--- config.mk ---
export PLATFORM = sky130hd
export DESIGN_NAME = bwalu_core
export DESIGN_NICKNAME = d
export VERILOG_FILES = /design/src/rtl/bwalu_pkg.sv /design/src/rtl/bwalu_bcd_fix.sv /design/src/rtl/bwalu_divider.sv /design/src/rtl/bwalu_core.sv
export VERILOG_INCLUDE_DIRS = /design/src /design/src/rtl
export SDC_FILE = /design/constraint.sdc
export NUM_CORES = 1
export LEC_CHECK = 0
export BUFFER_PORTS_ARGS = -buffer_cell sky130_fd_sc_hd__buf_4
export CAP_MARGIN = 40
export CORE_UTILIZATION = 65
export DETAILED_ROUTE_END_ITERATION = 10
export PLACE_DENSITY = 0.85
export SYNTH_ARGS = -nofsm -noshare
export SYNTH_HDL_FRONTEND = slang
export SYNTH_SLANG_ARGS = --single-unit
--- constraint.sdc ---
create_clock -name i_clock -period 13.7 [get_ports i_clock]
set_input_delay 2.74 -clock i_clock [delete_from_list [all_inputs] [get_ports i_clock]]
set_output_delay 2.74 -clock i_clock [all_outputs]
set_load 0.005 [all_outputs]
--- src/rtl/bwalu_map.svh ---
// constant map of the byte/word arithmetic and logic unit
`ifndef BWALU_MAP_SVH
`define BWALU_MAP_SVH

// flag register layout
`define BWALU_FLAG_C 0
`define BWALU_FLAG_V 1
`define BWALU_FLAG_Z 2
`define BWALU_FLAG_N 3
`define BWALU_FLAG_H 5
`define BWALU_FLAG_RESET 8'h00

// constants used by the datapath
`define BWALU_BYTE_ZERO 8'h00
`define BWALU_WORD_ZERO 16'h0000
`define BWALU_ONE_BYTE 8'h01
`define BWALU_ONE_WORD 16'h0001
`define BWALU_TWO_WORD 16'h0002

// decimal adjust
`define BWALU_BCD_DIGIT_MAX 4'h9
`define BWALU_BCD_BYTE_MAX 8'h99
`define BWALU_BCD_LO_FIX 8'h06
`define BWALU_BCD_HI_FIX 8'h60

// divider
`define BWALU_DIV_STEPS 4'h8
`define BWALU_DIV_LAST 4'h1
`define BWALU_DIV_IDLE 4'h0

`endif

--- src/rtl/bwalu_pkg.sv ---
// types of the byte/word arithmetic and logic unit
package bwalu_pkg;

    typedef enum logic [4:0] {
        op_plus,
        op_minus,
        op_add_with_carry,
        op_subtract_with_borrow,
        op_plus_one,
        op_minus_one,
        op_word_small_increment,
        op_word_small_decrement,
        op_bcd_fix_after_plus,
        op_bcd_fix_after_minus,
        op_unsigned_multiply,
        op_unsigned_divide,
        op_compare,
        op_twos_complement,
        op_and,
        op_or,
        op_xor,
        op_not
    } bwalu_op_t;

    typedef enum logic [0:0] {
        st_idle,
        st_div_wait
    } bwalu_state_t;

endpackage

--- src/rtl/bwalu_bcd_fix.sv ---
// decimal adjust of a byte after an addition or a subtraction
`timescale 1ns/1ps
`include "bwalu_map.svh"

module bwalu_bcd_fix
    import bwalu_pkg::*;
(
    input wire logic [7:0] i_value,
    input wire logic i_carry,
    input wire logic i_half,
    input wire logic i_minus,
    output logic [7:0] o_value,
    output logic o_carry
);

    logic lo_fix;
    logic hi_fix;
    logic [7:0] fix;

    always_comb begin
        // after a subtraction only the borrows say where a digit went wrong
        if (i_minus) begin
            lo_fix = i_half;
            hi_fix = i_carry;
        end else begin
            lo_fix = i_half || (i_value[3:0] > `BWALU_BCD_DIGIT_MAX);
            hi_fix = i_carry || (i_value > `BWALU_BCD_BYTE_MAX);
        end
        fix = (lo_fix ? `BWALU_BCD_LO_FIX : `BWALU_BYTE_ZERO) | (hi_fix ? `BWALU_BCD_HI_FIX : `BWALU_BYTE_ZERO);
        o_value = i_minus ? (i_value - fix) : (i_value + fix);
        o_carry = hi_fix;
    end

endmodule

--- src/rtl/bwalu_divider.sv ---
// restoring 16 by 8 unsigned divider, one quotient bit per clock
`timescale 1ns/1ps
`include "bwalu_map.svh"

module bwalu_divider
    import bwalu_pkg::*;
(
    input wire logic i_clock,
    input wire logic i_rst_n,
    input wire logic i_start,
    input wire logic [15:0] i_dividend,
    input wire logic [7:0] i_divisor,
    output logic o_done,
    output logic [7:0] o_quotient,
    output logic [7:0] o_remainder
);

    logic [7:0] rem_r;
    logic [7:0] quo_r;
    logic [7:0] div_r;
    logic [3:0] cnt_r;
    logic done_r;
    logic [8:0] trial;
    logic [8:0] diff;
    logic fits;

    always_comb begin
        trial = {rem_r, quo_r[7]};
        diff = trial - {1'b0, div_r};
        fits = (trial >= {1'b0, div_r});
    end

    // ****************************************
    // iteration
    // ****************************************
    always_ff @(posedge i_clock) begin
        if (!i_rst_n) begin
            rem_r <= `BWALU_BYTE_ZERO;
            quo_r <= `BWALU_BYTE_ZERO;
            div_r <= `BWALU_BYTE_ZERO;
            cnt_r <= `BWALU_DIV_IDLE;
            done_r <= 1'b0;
        end else if (i_start) begin
            rem_r <= i_dividend[15:8];
            quo_r <= i_dividend[7:0];
            div_r <= i_divisor;
            cnt_r <= `BWALU_DIV_STEPS;
            done_r <= 1'b0;
        end else if (cnt_r != `BWALU_DIV_IDLE) begin
            rem_r <= fits ? diff[7:0] : trial[7:0];
            quo_r <= {quo_r[6:0], fits};
            cnt_r <= cnt_r - `BWALU_DIV_LAST;
            done_r <= (cnt_r == `BWALU_DIV_LAST);
        end else begin
            done_r <= 1'b0;
        end
    end

    assign o_done = done_r;
    assign o_quotient = quo_r;
    assign o_remainder = rem_r;

endmodule

--- src/rtl/bwalu_core.sv ---
// byte/word arithmetic and logic execution datapath with its flag register
`timescale 1ns/1ps
`include "bwalu_map.svh"

module bwalu_core
    import bwalu_pkg::*;
(
    input wire logic i_clock,
    input wire logic i_rst_n,
    input wire logic i_start,
    input wire bwalu_op_t i_op,
    input wire logic i_word,
    input wire logic i_use_imm,
    input wire logic [15:0] i_dst,
    input wire logic [15:0] i_src,
    input wire logic [15:0] i_imm,
    output logic o_busy,
    output logic o_done,
    output logic o_write,
    output logic o_illegal,
    output logic [15:0] o_result,
    output logic [7:0] o_flags
);

    // ****************************************
    // adders
    // ****************************************
    // returns {h, v, c, sum}
    function automatic logic [10:0] arith8(input logic [7:0] a, input logic [7:0] b,
                                           input logic cin, input logic sub);
        logic [8:0] full;
        logic [4:0] half;
        logic v;
        if (sub) begin
            full = {1'b0, a} - {1'b0, b} - {8'h00, cin};
            half = {1'b0, a[3:0]} - {1'b0, b[3:0]} - {4'h0, cin};
            v = (a[7] != b[7]) && (full[7] != a[7]);
        end else begin
            full = {1'b0, a} + {1'b0, b} + {8'h00, cin};
            half = {1'b0, a[3:0]} + {1'b0, b[3:0]} + {4'h0, cin};
            v = (a[7] == b[7]) && (full[7] != a[7]);
        end
        return {half[4], v, full[8], full[7:0]};
    endfunction

    // returns {h, v, c, sum}
    function automatic logic [18:0] arith16(input logic [15:0] a, input logic [15:0] b, input logic sub);
        logic [16:0] full;
        logic [12:0] half;
        logic v;
        if (sub) begin
            full = {1'b0, a} - {1'b0, b};
            half = {1'b0, a[11:0]} - {1'b0, b[11:0]};
            v = (a[15] != b[15]) && (full[15] != a[15]);
        end else begin
            full = {1'b0, a} + {1'b0, b};
            half = {1'b0, a[11:0]} + {1'b0, b[11:0]};
            v = (a[15] == b[15]) && (full[15] != a[15]);
        end
        return {half[12], v, full[16], full[15:0]};
    endfunction

    // ****************************************
    // state
    // ****************************************
    bwalu_state_t state_r;
    logic [7:0] flag_r;
    logic [15:0] result_r;
    logic done_r;
    logic write_r;
    logic illegal_r;

    logic [7:0] flags_nxt;
    logic [15:0] res_nxt;
    logic wr_nxt;
    logic illegal_nxt;
    logic div_go;

    logic [15:0] opb;
    logic [10:0] r8;
    logic [18:0] r16;
    logic [7:0] bcd_val;
    logic bcd_carry;
    logic div_done;
    logic [7:0] div_quo;
    logic [7:0] div_rem;
    logic take;

    // a request seen while the divider runs is dropped, not queued
    assign take = i_start && (state_r == st_idle);
    assign opb = i_use_imm ? i_imm : i_src;

    // ****************************************
    // sub units
    // ****************************************
    bwalu_bcd_fix u_bcd (
        .i_value(i_dst[7:0]),
        .i_carry(flag_r[`BWALU_FLAG_C]),
        .i_half(flag_r[`BWALU_FLAG_H]),
        .i_minus(i_op == op_bcd_fix_after_minus),
        .o_value(bcd_val),
        .o_carry(bcd_carry)
    );

    bwalu_divider u_div (
        .i_clock(i_clock),
        .i_rst_n(i_rst_n),
        .i_start(take && div_go),
        .i_dividend(i_dst),
        .i_divisor(i_src[7:0]),
        .o_done(div_done),
        .o_quotient(div_quo),
        .o_remainder(div_rem)
    );

    // ****************************************
    // operation decode and result
    // ****************************************
    always_comb begin
        flags_nxt = flag_r;
        res_nxt = i_dst;
        wr_nxt = 1'b0;
        illegal_nxt = 1'b0;
        div_go = 1'b0;
        r8 = arith8(i_dst[7:0], opb[7:0], 1'b0, 1'b0);
        r16 = arith16(i_dst, opb, 1'b0);
        // everything but the plain, compare and small word step forms is byte only
        if (i_word && !(i_op == op_plus || i_op == op_minus || i_op == op_compare
                        || i_op == op_word_small_increment || i_op == op_word_small_decrement)) begin
            illegal_nxt = 1'b1;
        end else begin
            case (i_op)
                op_plus, op_minus, op_compare: begin
                    if (i_use_imm && (i_op == op_minus)) begin
                        illegal_nxt = 1'b1;
                    end else if (i_use_imm && i_word) begin
                        illegal_nxt = 1'b1;
                    end else if (i_word) begin
                        r16 = arith16(i_dst, opb, i_op != op_plus);
                        res_nxt = r16[15:0];
                        wr_nxt = (i_op != op_compare);
                        flags_nxt[`BWALU_FLAG_H] = r16[18];
                        flags_nxt[`BWALU_FLAG_V] = r16[17];
                        flags_nxt[`BWALU_FLAG_C] = r16[16];
                        flags_nxt[`BWALU_FLAG_N] = r16[15];
                        flags_nxt[`BWALU_FLAG_Z] = (r16[15:0] == `BWALU_WORD_ZERO);
                    end else begin
                        r8 = arith8(i_dst[7:0], opb[7:0], 1'b0, i_op != op_plus);
                        res_nxt = {i_dst[15:8], r8[7:0]};
                        wr_nxt = (i_op != op_compare);
                        flags_nxt[`BWALU_FLAG_H] = r8[10];
                        flags_nxt[`BWALU_FLAG_V] = r8[9];
                        flags_nxt[`BWALU_FLAG_C] = r8[8];
                        flags_nxt[`BWALU_FLAG_N] = r8[7];
                        flags_nxt[`BWALU_FLAG_Z] = (r8[7:0] == `BWALU_BYTE_ZERO);
                    end
                end
                op_add_with_carry, op_subtract_with_borrow: begin
                    r8 = arith8(i_dst[7:0], opb[7:0], flag_r[`BWALU_FLAG_C],
                                i_op == op_subtract_with_borrow);
                    res_nxt = {i_dst[15:8], r8[7:0]};
                    wr_nxt = 1'b1;
                    flags_nxt[`BWALU_FLAG_H] = r8[10];
                    flags_nxt[`BWALU_FLAG_V] = r8[9];
                    flags_nxt[`BWALU_FLAG_C] = r8[8];
                    flags_nxt[`BWALU_FLAG_N] = r8[7];
                    // zero only kept, so a multi-byte chain tests zero over all bytes
                    if (r8[7:0] != `BWALU_BYTE_ZERO) begin
                        flags_nxt[`BWALU_FLAG_Z] = 1'b0;
                    end
                end
                op_plus_one, op_minus_one, op_twos_complement: begin
                    if (i_op == op_twos_complement) begin
                        r8 = arith8(`BWALU_BYTE_ZERO, i_dst[7:0], 1'b0, 1'b1);
                        flags_nxt[`BWALU_FLAG_H] = r8[10];
                        flags_nxt[`BWALU_FLAG_C] = r8[8];
                    end else begin
                        r8 = arith8(i_dst[7:0], `BWALU_ONE_BYTE, 1'b0, i_op == op_minus_one);
                    end
                    res_nxt = {i_dst[15:8], r8[7:0]};
                    wr_nxt = 1'b1;
                    flags_nxt[`BWALU_FLAG_V] = r8[9];
                    flags_nxt[`BWALU_FLAG_N] = r8[7];
                    flags_nxt[`BWALU_FLAG_Z] = (r8[7:0] == `BWALU_BYTE_ZERO);
                end
                op_word_small_increment, op_word_small_decrement: begin
                    // address arithmetic: flags stay as they were
                    if (i_imm != `BWALU_ONE_WORD && i_imm != `BWALU_TWO_WORD) begin
                        illegal_nxt = 1'b1;
                    end else begin
                        r16 = arith16(i_dst, i_imm, i_op == op_word_small_decrement);
                        res_nxt = r16[15:0];
                        wr_nxt = 1'b1;
                    end
                end
                op_bcd_fix_after_plus, op_bcd_fix_after_minus: begin
                    res_nxt = {i_dst[15:8], bcd_val};
                    wr_nxt = 1'b1;
                    flags_nxt[`BWALU_FLAG_C] = bcd_carry;
                    flags_nxt[`BWALU_FLAG_N] = bcd_val[7];
                    flags_nxt[`BWALU_FLAG_Z] = (bcd_val == `BWALU_BYTE_ZERO);
                end
                op_unsigned_multiply: begin
                    // widen first so the product is not cut to eight bits
                    res_nxt = {8'h00, i_dst[7:0]} * {8'h00, i_src[7:0]};
                    wr_nxt = 1'b1;
                end
                op_unsigned_divide: begin
                    // a zero divisor leaves the register alone and flags it
                    flags_nxt[`BWALU_FLAG_N] = i_src[7];
                    flags_nxt[`BWALU_FLAG_Z] = (i_src[7:0] == `BWALU_BYTE_ZERO);
                    flags_nxt[`BWALU_FLAG_V] = (i_dst[15:8] >= i_src[7:0]);
                    div_go = (i_src[7:0] != `BWALU_BYTE_ZERO);
                end
                op_and: begin
                    res_nxt = {i_dst[15:8], i_dst[7:0] & opb[7:0]};
                    wr_nxt = 1'b1;
                end
                op_or: begin
                    res_nxt = {i_dst[15:8], i_dst[7:0] | opb[7:0]};
                    wr_nxt = 1'b1;
                end
                op_xor: begin
                    res_nxt = {i_dst[15:8], i_dst[7:0] ^ opb[7:0]};
                    wr_nxt = 1'b1;
                end
                op_not: begin
                    res_nxt = {i_dst[15:8], ~i_dst[7:0]};
                    wr_nxt = 1'b1;
                end
                default: begin
                    illegal_nxt = 1'b1;
                end
            endcase
            // logic forms: n and z from the byte, v cleared, c kept
            if (i_op == op_and || i_op == op_or || i_op == op_xor || i_op == op_not) begin
                flags_nxt[`BWALU_FLAG_N] = res_nxt[7];
                flags_nxt[`BWALU_FLAG_Z] = (res_nxt[7:0] == `BWALU_BYTE_ZERO);
                flags_nxt[`BWALU_FLAG_V] = 1'b0;
            end
        end
        if (illegal_nxt) begin
            flags_nxt = flag_r;
            res_nxt = i_dst;
            wr_nxt = 1'b0;
            div_go = 1'b0;
        end
    end

    // ****************************************
    // sequencing
    // ****************************************
    always_ff @(posedge i_clock) begin
        if (!i_rst_n) begin
            state_r <= st_idle;
        end else begin
            case (state_r)
                st_idle: begin
                    if (take && div_go) begin
                        state_r <= st_div_wait;
                    end
                end
                st_div_wait: begin
                    if (div_done) begin
                        state_r <= st_idle;
                    end
                end
                default: begin
                    state_r <= st_idle;
                end
            endcase
        end
    end

    // ****************************************
    // flag register
    // ****************************************
    // flags move at the take edge, so a divide shows them before its done
    always_ff @(posedge i_clock) begin
        if (!i_rst_n) begin
            flag_r <= `BWALU_FLAG_RESET;
        end else if (take) begin
            flag_r <= flags_nxt;
        end
    end

    // ****************************************
    // result register
    // ****************************************
    always_ff @(posedge i_clock) begin
        if (!i_rst_n) begin
            result_r <= `BWALU_WORD_ZERO;
        end else if (state_r == st_div_wait && div_done) begin
            result_r <= {div_rem, div_quo};
        end else if (take && !div_go) begin
            result_r <= res_nxt;
        end
    end

    // ****************************************
    // completion pulses
    // ****************************************
    always_ff @(posedge i_clock) begin
        if (!i_rst_n) begin
            done_r <= 1'b0;
            write_r <= 1'b0;
            illegal_r <= 1'b0;
        end else if (state_r == st_div_wait) begin
            done_r <= div_done;
            write_r <= div_done;
            illegal_r <= 1'b0;
        end else begin
            done_r <= take && !div_go;
            write_r <= take && !div_go && wr_nxt;
            illegal_r <= take && illegal_nxt;
        end
    end

    // ****************************************
    // outputs
    // ****************************************
    assign o_busy = (state_r != st_idle);
    assign o_done = done_r;
    assign o_write = write_r;
    assign o_illegal = illegal_r;
    assign o_result = result_r;
    assign o_flags = flag_r;

endmodule

Word level (Yosys, flattened, before mapping)
Cells that the tools add are included.
Word-level totals
  register bits after elaboration: 54
  latch bits: 0
  RAM bits: 0
  memory bits (read-only): 0
  input bits: 58
  output and inout bits: 28
  word-level logic and storage cells: 238
  memories kept: 0
Operators by class
  add/sub/neg operators: 22
  $mul: 1
  div/mod/pow operators: 0
  magnitude comparators: 4
  equality and inequality tests: 39
  shift-type cells: 0
  mux-type cells: 83
  bitwise operators: 11
  reductions and logical operators: 62
Operator list (count)
  2-to-1 mux 16 bit: 11
  case mux 16 bit (10 select lines): 1
  2-to-1 mux 17 bit: 6
  2-to-1 mux 9 bit: 10
  2-to-1 mux 8 bit: 6
  equality test 5 x 4 -> 1 bit, second input constant: 8
  logical NOT 8 bit: 5
  2-to-1 mux 10 bit: 3
  2-to-1 mux 1 bit: 28
  AND reduction 7 bit: 3
  equality test 5 x 3 -> 1 bit, second input constant: 4
  2-to-1 mux 4 bit: 5
  logical AND 1 bit: 19
  adder 16 x 16 -> 17 bit: 1
  subtractor 16 x 16 -> 17 bit: 1
  adder 16 bit: 1
  logical NOT 16 bit: 1
  multiplier 8 x 8 -> 16 bit: 1
  inequality test 16 x 1 -> 1 bit, second input constant: 1
  inequality test 16 x 2 -> 1 bit, second input constant: 1
  OR 8 bit: 2
  nonzero test 8 bit: 2
  subtractor 16 bit: 1
  subtractor 8 bit: 2
  other kinds (54): 99

Longest topological paths before layout
  depth in word-level cells: 17
  depth in mapped cells: 22
  gate-level depth less buffers: 20

By module
A second synthesis with hierarchy kept.
Unflattened totals
  cells, all modules: 1619
  area, all modules: 11876.4 µm²
Modules (own cells, without submodules)
  bwalu_core: times used 1, cells an instance 1343, area an instance 9653.0 µm², seq. area each 500.5 µm²
  bwalu_divider: times used 1, cells an instance 221, area an instance 1843.0 µm², seq. area each 580.6 µm²
  bwalu_bcd_fix: times used 1, cells an instance 55, area an instance 380.4 µm², seq. area each 0.0 µm²

Worst setup path before layout
Ideal clock, no wire load.
  path kind: input-to-reg
  start point: in i_dst[3]
  end point: reg result_r[13], in the netlist o_result[13]
  setup time: 128 ps
  data arrival time: 7212 ps
  required time: 13572 ps
  setup slack: 6360 ps
  cell stages on the path: 20
  path buffers: 2
  path through: clkbuf_1 -> inv_1 -> clkbuf_1 -> nor2_1 -> fa_1 -> inv_1 -> fa_1 -> fa_1 -> fa_1 -> inv_1 -> ha_1 -> o21ai_0 -> o21bai_1 -> a21oi_1 -> o21ai_0 -> a31oi_1 -> xnor2_1 -> a221o_1 -> a221oi_1 -> nor4_1
On the way
  word-level cells in the longest chain between the ends: 16
  elaborated cells on any way between the ends: 22
  classes of those cells: add/sub (4); mul (1); mux (17)
RTL lines
  from (decl): RTL line bwalu_core.sv:14  | input wire logic [15:0] i_dst,
  adder 16 x 16 -> 17 bit / subtractor 16 x 16 -> 17 bit (equally long branches): RTL line bwalu_core.sv:56, bwalu_core.sv:52
  2-to-1 mux 17 bit: RTL line bwalu_core.sv:51  | if (sub) begin
  2-to-1 mux 17 bit: RTL line bwalu_core.sv:138  | end else if (i_word) begin
  2-to-1 mux 17 bit: RTL line bwalu_core.sv:136  | end else if (i_use_imm && i_word) begin
  2-to-1 mux 17 bit: RTL line bwalu_core.sv:134  | if (i_use_imm && (i_op == op_minus)) begin
  2-to-1 mux 17 bit: RTL line bwalu_core.sv:132  | case (i_op)
  2-to-1 mux 17 bit: RTL line bwalu_core.sv:128  | if (i_word && !(i_op == op_plus || i_op == op_minus || i_op == op_compare
  2-to-1 mux 16 bit: RTL line bwalu_core.sv:138
  2-to-1 mux 16 bit: RTL line bwalu_core.sv:136
  2-to-1 mux 16 bit: RTL line bwalu_core.sv:134
  case mux 16 bit (10 select lines) *: RTL line bwalu_core.sv:132
  2-to-1 mux 16 bit * (2 in series): RTL line bwalu_core.sv:128
  2-to-1 mux 16 bit *: RTL line bwalu_core.sv:242  | if (illegal_nxt) begin
  2-to-1 mux 16 bit *: RTL line bwalu_core.sv:295  | end else if (take && !div_go) begin
  2-to-1 mux 16 bit *: RTL line bwalu_core.sv:293  | end else if (state_r == st_div_wait && div_done) begin
  to (signal assigned): RTL line bwalu_core.sv:292  | result_r <= `BWALU_WORD_ZERO;
  to (signal assigned): RTL line bwalu_core.sv:294  | result_r <= {div_rem, div_quo};
  to (signal assigned): RTL line bwalu_core.sv:296  | result_r <= res_nxt;
  to (decl): RTL line bwalu_core.sv:68  | logic [15:0] result_r;
Every way passes the cells marked *; elsewhere a longest branch is shown, timed or not. The select of a mux whose other input is x is not followed.
A chain may end at the register's enable or synchronous reset.

Worst setup path in the final report
  start point: in i_dst[1]
  end point: reg flag_r[2], in the netlist o_flags[2]
On the way
  word-level cells in the longest chain between the ends: 14
  elaborated cells on any way between the ends: 67
  classes of those cells: add/sub (13); mul (1); order compare (2); eq/ne (1); mux (36); bitwise (5); reduce/logical (9)
RTL lines
  adder 16 x 16 -> 17 bit (tied with other cells): RTL line bwalu_core.sv:56  | full = {1'b0, a} + {1'b0, b};
  2-to-1 mux 17 bit / 2-to-1 mux 9 bit (equally long branches): RTL line bwalu_core.sv:51, bwalu_core.sv:34
  2-to-1 mux 17 bit / 2-to-1 mux 9 bit (equally long branches): RTL line bwalu_core.sv:138
  2-to-1 mux 17 bit / 2-to-1 mux 9 bit (equally long branches): RTL line bwalu_core.sv:136
  2-to-1 mux 17 bit / 2-to-1 mux 9 bit (equally long branches): RTL line bwalu_core.sv:134
  2-to-1 mux 17 bit / 2-to-1 mux 9 bit (equally long branches): RTL line bwalu_core.sv:132
  2-to-1 mux 17 bit / 2-to-1 mux 9 bit (equally long branches): RTL line bwalu_core.sv:128
  2-to-1 mux 16 bit: RTL line bwalu_core.sv:138
  2-to-1 mux 16 bit: RTL line bwalu_core.sv:136
  2-to-1 mux 16 bit: RTL line bwalu_core.sv:134
  case mux 16 bit (10 select lines): RTL line bwalu_core.sv:132
  2-to-1 mux 16 bit: RTL line bwalu_core.sv:128
  logical NOT 8 bit (no source line)
  2-to-1 mux 3 bit: RTL line bwalu_core.sv:236  | if (i_op == op_and || i_op == op_or || i_op == op_xor || i_op == op_not) begin
  to (signal assigned): RTL line bwalu_core.sv:281  | flag_r <= `BWALU_FLAG_RESET;
  to (signal assigned): RTL line bwalu_core.sv:283  | flag_r <= flags_nxt;
  to (decl): RTL line bwalu_core.sv:67  | logic [7:0] flag_r;
Parallel ways exist; a longest one is shown, timed or not. The select of a mux whose other input is x is not followed.

==> impl_metrics.ini <==
[route]
routedWlPerCell_um = 25.0
dr.first_iter.drc_count = 1899
drt-pass1-iter-count = 7
drc = 0
drt-vias-per-instance = 7.23
antenna_left = 0
vias = 13500
routed_wl_um = 46700

[clock_network]
numCtsBuffers = 5
clockBufferDepth = 2
cts_hold_buf = 0
insertion_delay_ns = 0.30
clk_pin_slew_ns = 0.08
cts_setup_buffers = 0
numClockSinks = 54
root_buffer = clkbuf_16
h-tree-depth = 2
cts_resized = 0
cts_tree = done

[die]
die-height_um = 137
core_um2 = 18000
rows = 49
initial_core_util = 0.662
die_w_um = 137
die_area_um2 = 18800
io_pins = 86

[global_routing]
grt_first_pass_wirelength_um = 69600
grt_overflow_total = 0
grt_pass1_vias = 12700
groute.usage.overall = 0.487
antenna_found_initial = 2
grt_max_degree = 47

[place]
hpwl_um = 35900
finalWeightedCongestion = 1.05
portBuffers = 82
placed_cell_area_um2 = 12500
dp_cells = 1854

[worst_setup_path]
cp.required_ns = 13.92
crit_path_cell_trace = buf_4 -> clkinv_1 -> nor2_1 -> fa_1 -> fa_1 -> ha_1 -> inv_1 -> fa_1 -> inv_1 -> ha_1 -> a211oi_1 -> nor2_1 -> nor2_1 -> o311ai_0 -> a221oi_1 -> o221ai_1 -> nor3_1 -> o2111ai_1 -> a211oi_2
crit_fanout = 15
cp_data_arrival_time_ns = 8.17
path_class = in -> reg
crit_path_end_kind = flop
start_kind = input port
slowest_stage = clkinv_1
slowest_delay_ns = 0.57

[timing]
slew_headroom = 0.338
min_period_over_period = 0.580
clock_skew_ns = 0.00969
report.final.slew_viol_count = 0
period_needed_ns = 7.94
worstMarginPinSlew_ns = 0.985
setup_violations = 0
hold_viol_final = 0
clock.fmax_mhz = 126
rsz0062_at_grt = false
finalSetupTns_ns = 0

[outcome]
status = complete, no violations

[yosys]
synth.cell_area_um2 = 11900
synth-xor-area-share = 0.0704
ys_seq_area_frac = 0.0910
synth_edf_count = 0
synthSimpleGateAreaFrac = 0.246
synth_ff_type = dfxtp_1
postSynthAreaPerCell_um2 = 7.37
ys_ff_latch = 54
async_flop_share = 0
synth_compound_area_frac = 0.270
synth_top_family_by_area = compound AO/OA/AOI/OAI gates
yosysWarnings = 0
synth_adder_area_share = 0.224
synthDistinctLibCells = 98
synth_cells = 1613
synth.area.mux_share = 0.0264

[power_and_ir_drop]
leakagePower_nw = 5.36
ir_worst_vdd_v = 0.000167
power.total_w = 0.00122
intPower_w = 0.000579
switching_share = 0.525
p_per_area_nw_per_um2 = 96.2
seq_power_share = 0.168
combPwrFrac = 0.709
power.switching_w = 0.000639
clkPwrFrac = 0.123

[run]
cap_violations = 0

[final_layout]
drive_gt1_frac = 0.0876
fin_cells = 1864
fin_area_um2 = 12700
area_growth_pct = 6.48
nets = 1879

[hold_path]
hp-class = reg -> reg
[power by group through the flow]
stage | combinational [W] | sequential (W) | clock (W)
after floorplan | 0.000585 | 0.000199 | 0
after global placement | 0.000797 | 0.000206 | 0
after detailed placement | 0.000821 | 0.000206 | 0
after CTS | 0.000832 | 0.000203 | 0.000148
after global routing | 0.000936 | 0.000207 | 0.000156
final | 0.000864 | 0.000205 | 0.000150
[per-layer routing]
layer	part of all wire	routed length, um	up-vias	global-route usage
met1	0.37	17200	6257	0.606
met4	0.066	3100	0	0.285
met3	0.14	6460	266	0.122
met5	0	0	-	0
li1	-	-	5927	-
met2	0.43	20000	1032	0.760
[cell families (layout without fill, tap and decap cells)]
| family | after synthesis | in the layout |
|---|---|---|
| flip-flops | 54 | 54 |
| AND/OR/NAND/NOR | 580 | 580 |
| buffers and inverters | 201 | 219 |
| multiplexers | 31 | 31 |
| adder cells (fa/ha/maj) | 189 | 189 |
| XOR/XNOR | 94 | 94 |
| AO/OA/AOI/OAI | 463 | 463 |
| other | 1 | 5 |
[sequential cells by signal, summed over array words and instances, names as in the netlist]
name               flops
o_busy                 1
u_div.o_done           1
o_result              16
o_done                 1
u_div.cnt_r            4
u_div.div_r            8
u_div.o_remainder      8
o_write                1
u_div.o_quotient       8
o_illegal              1
o_flags                5
[placed cells by master, fill, tap and decap left out, types with 34 or more instances in the layout]
| cell | n |
|---|---|
| a21oi_1 | 97 |
| buf_4 | 88 |
| fa_1 | 40 |
| nor2_1 | 160 |
| inv_1 | 111 |
| xnor2_1 | 59 |
| xor2_1 | 34 |
| ha_1 | 149 |
| o21ai_0 | 82 |
| nand3_1 | 40 |
| dfxtp_1 | 54 |
| nand2_1 | 146 |
| nor3_1 | 52 |
[layout make-up]
cell class,count,area (um2)
Multi-Input combinational cell,1360,9960
Tap cell,229,287
Fill cell,1502,5310
Timing Repair Buffer,90,699
Clock buffer,6,129
Sequential cell,54,1080
Clock inverter,2,37.5
Inverter,121,454
Antenna cell,2,5.00
[Yosys cell counts, drive strengths merged (28+ instances only)]
cell type,count,area (um2)
a211oi,38,315
nor2,160,601
xnor2,59,517
nor3,53,270
clkbuf,47,176
buf,33,218
inv,112,420
a31oi,30,188
ha,149,1860
nand3,40,200
xor2,34,298
dfxtp,54,1080
a21oi,98,494
o21ai,87,439
nand2,146,548
mux2i,28,280
fa,40,801
[critical path: cells and delay by family]
kind,cells,cell delay [ns]
compound gates,6,1.58
fa+ha+maj,5,1.75
buf+inv,4,0.93
simple gates,4,1.15
[metrics by stage]
step	hold slack, ns	setup slack (ns)	utilization
after global placement	0.445	5.83	0.693
after global routing	0.498	5.57	0.704
after CTS	0.466	5.90	0.704
after detailed placement	0.456	5.62	0.695
final	0.470	5.76	0.705
after floorplan	0.436	6.36	-
[path summary, 6_finish.rpt]
path / startpoint / to / slack (ns) / cells past startpoint
min reg2reg: u_div.div_r[3] / u_div.div_r[3] / 0.47 / 2
max: i_dst[1] / o_flags[2] / 5.76 / 19
min: u_div.div_r[3] / u_div.div_r[3] / 0.47 / 2
max reg2reg: o_flags[5] / o_flags[2] / 10.02 / 11
No activity file was read; power rests on OpenSTA's default activity.
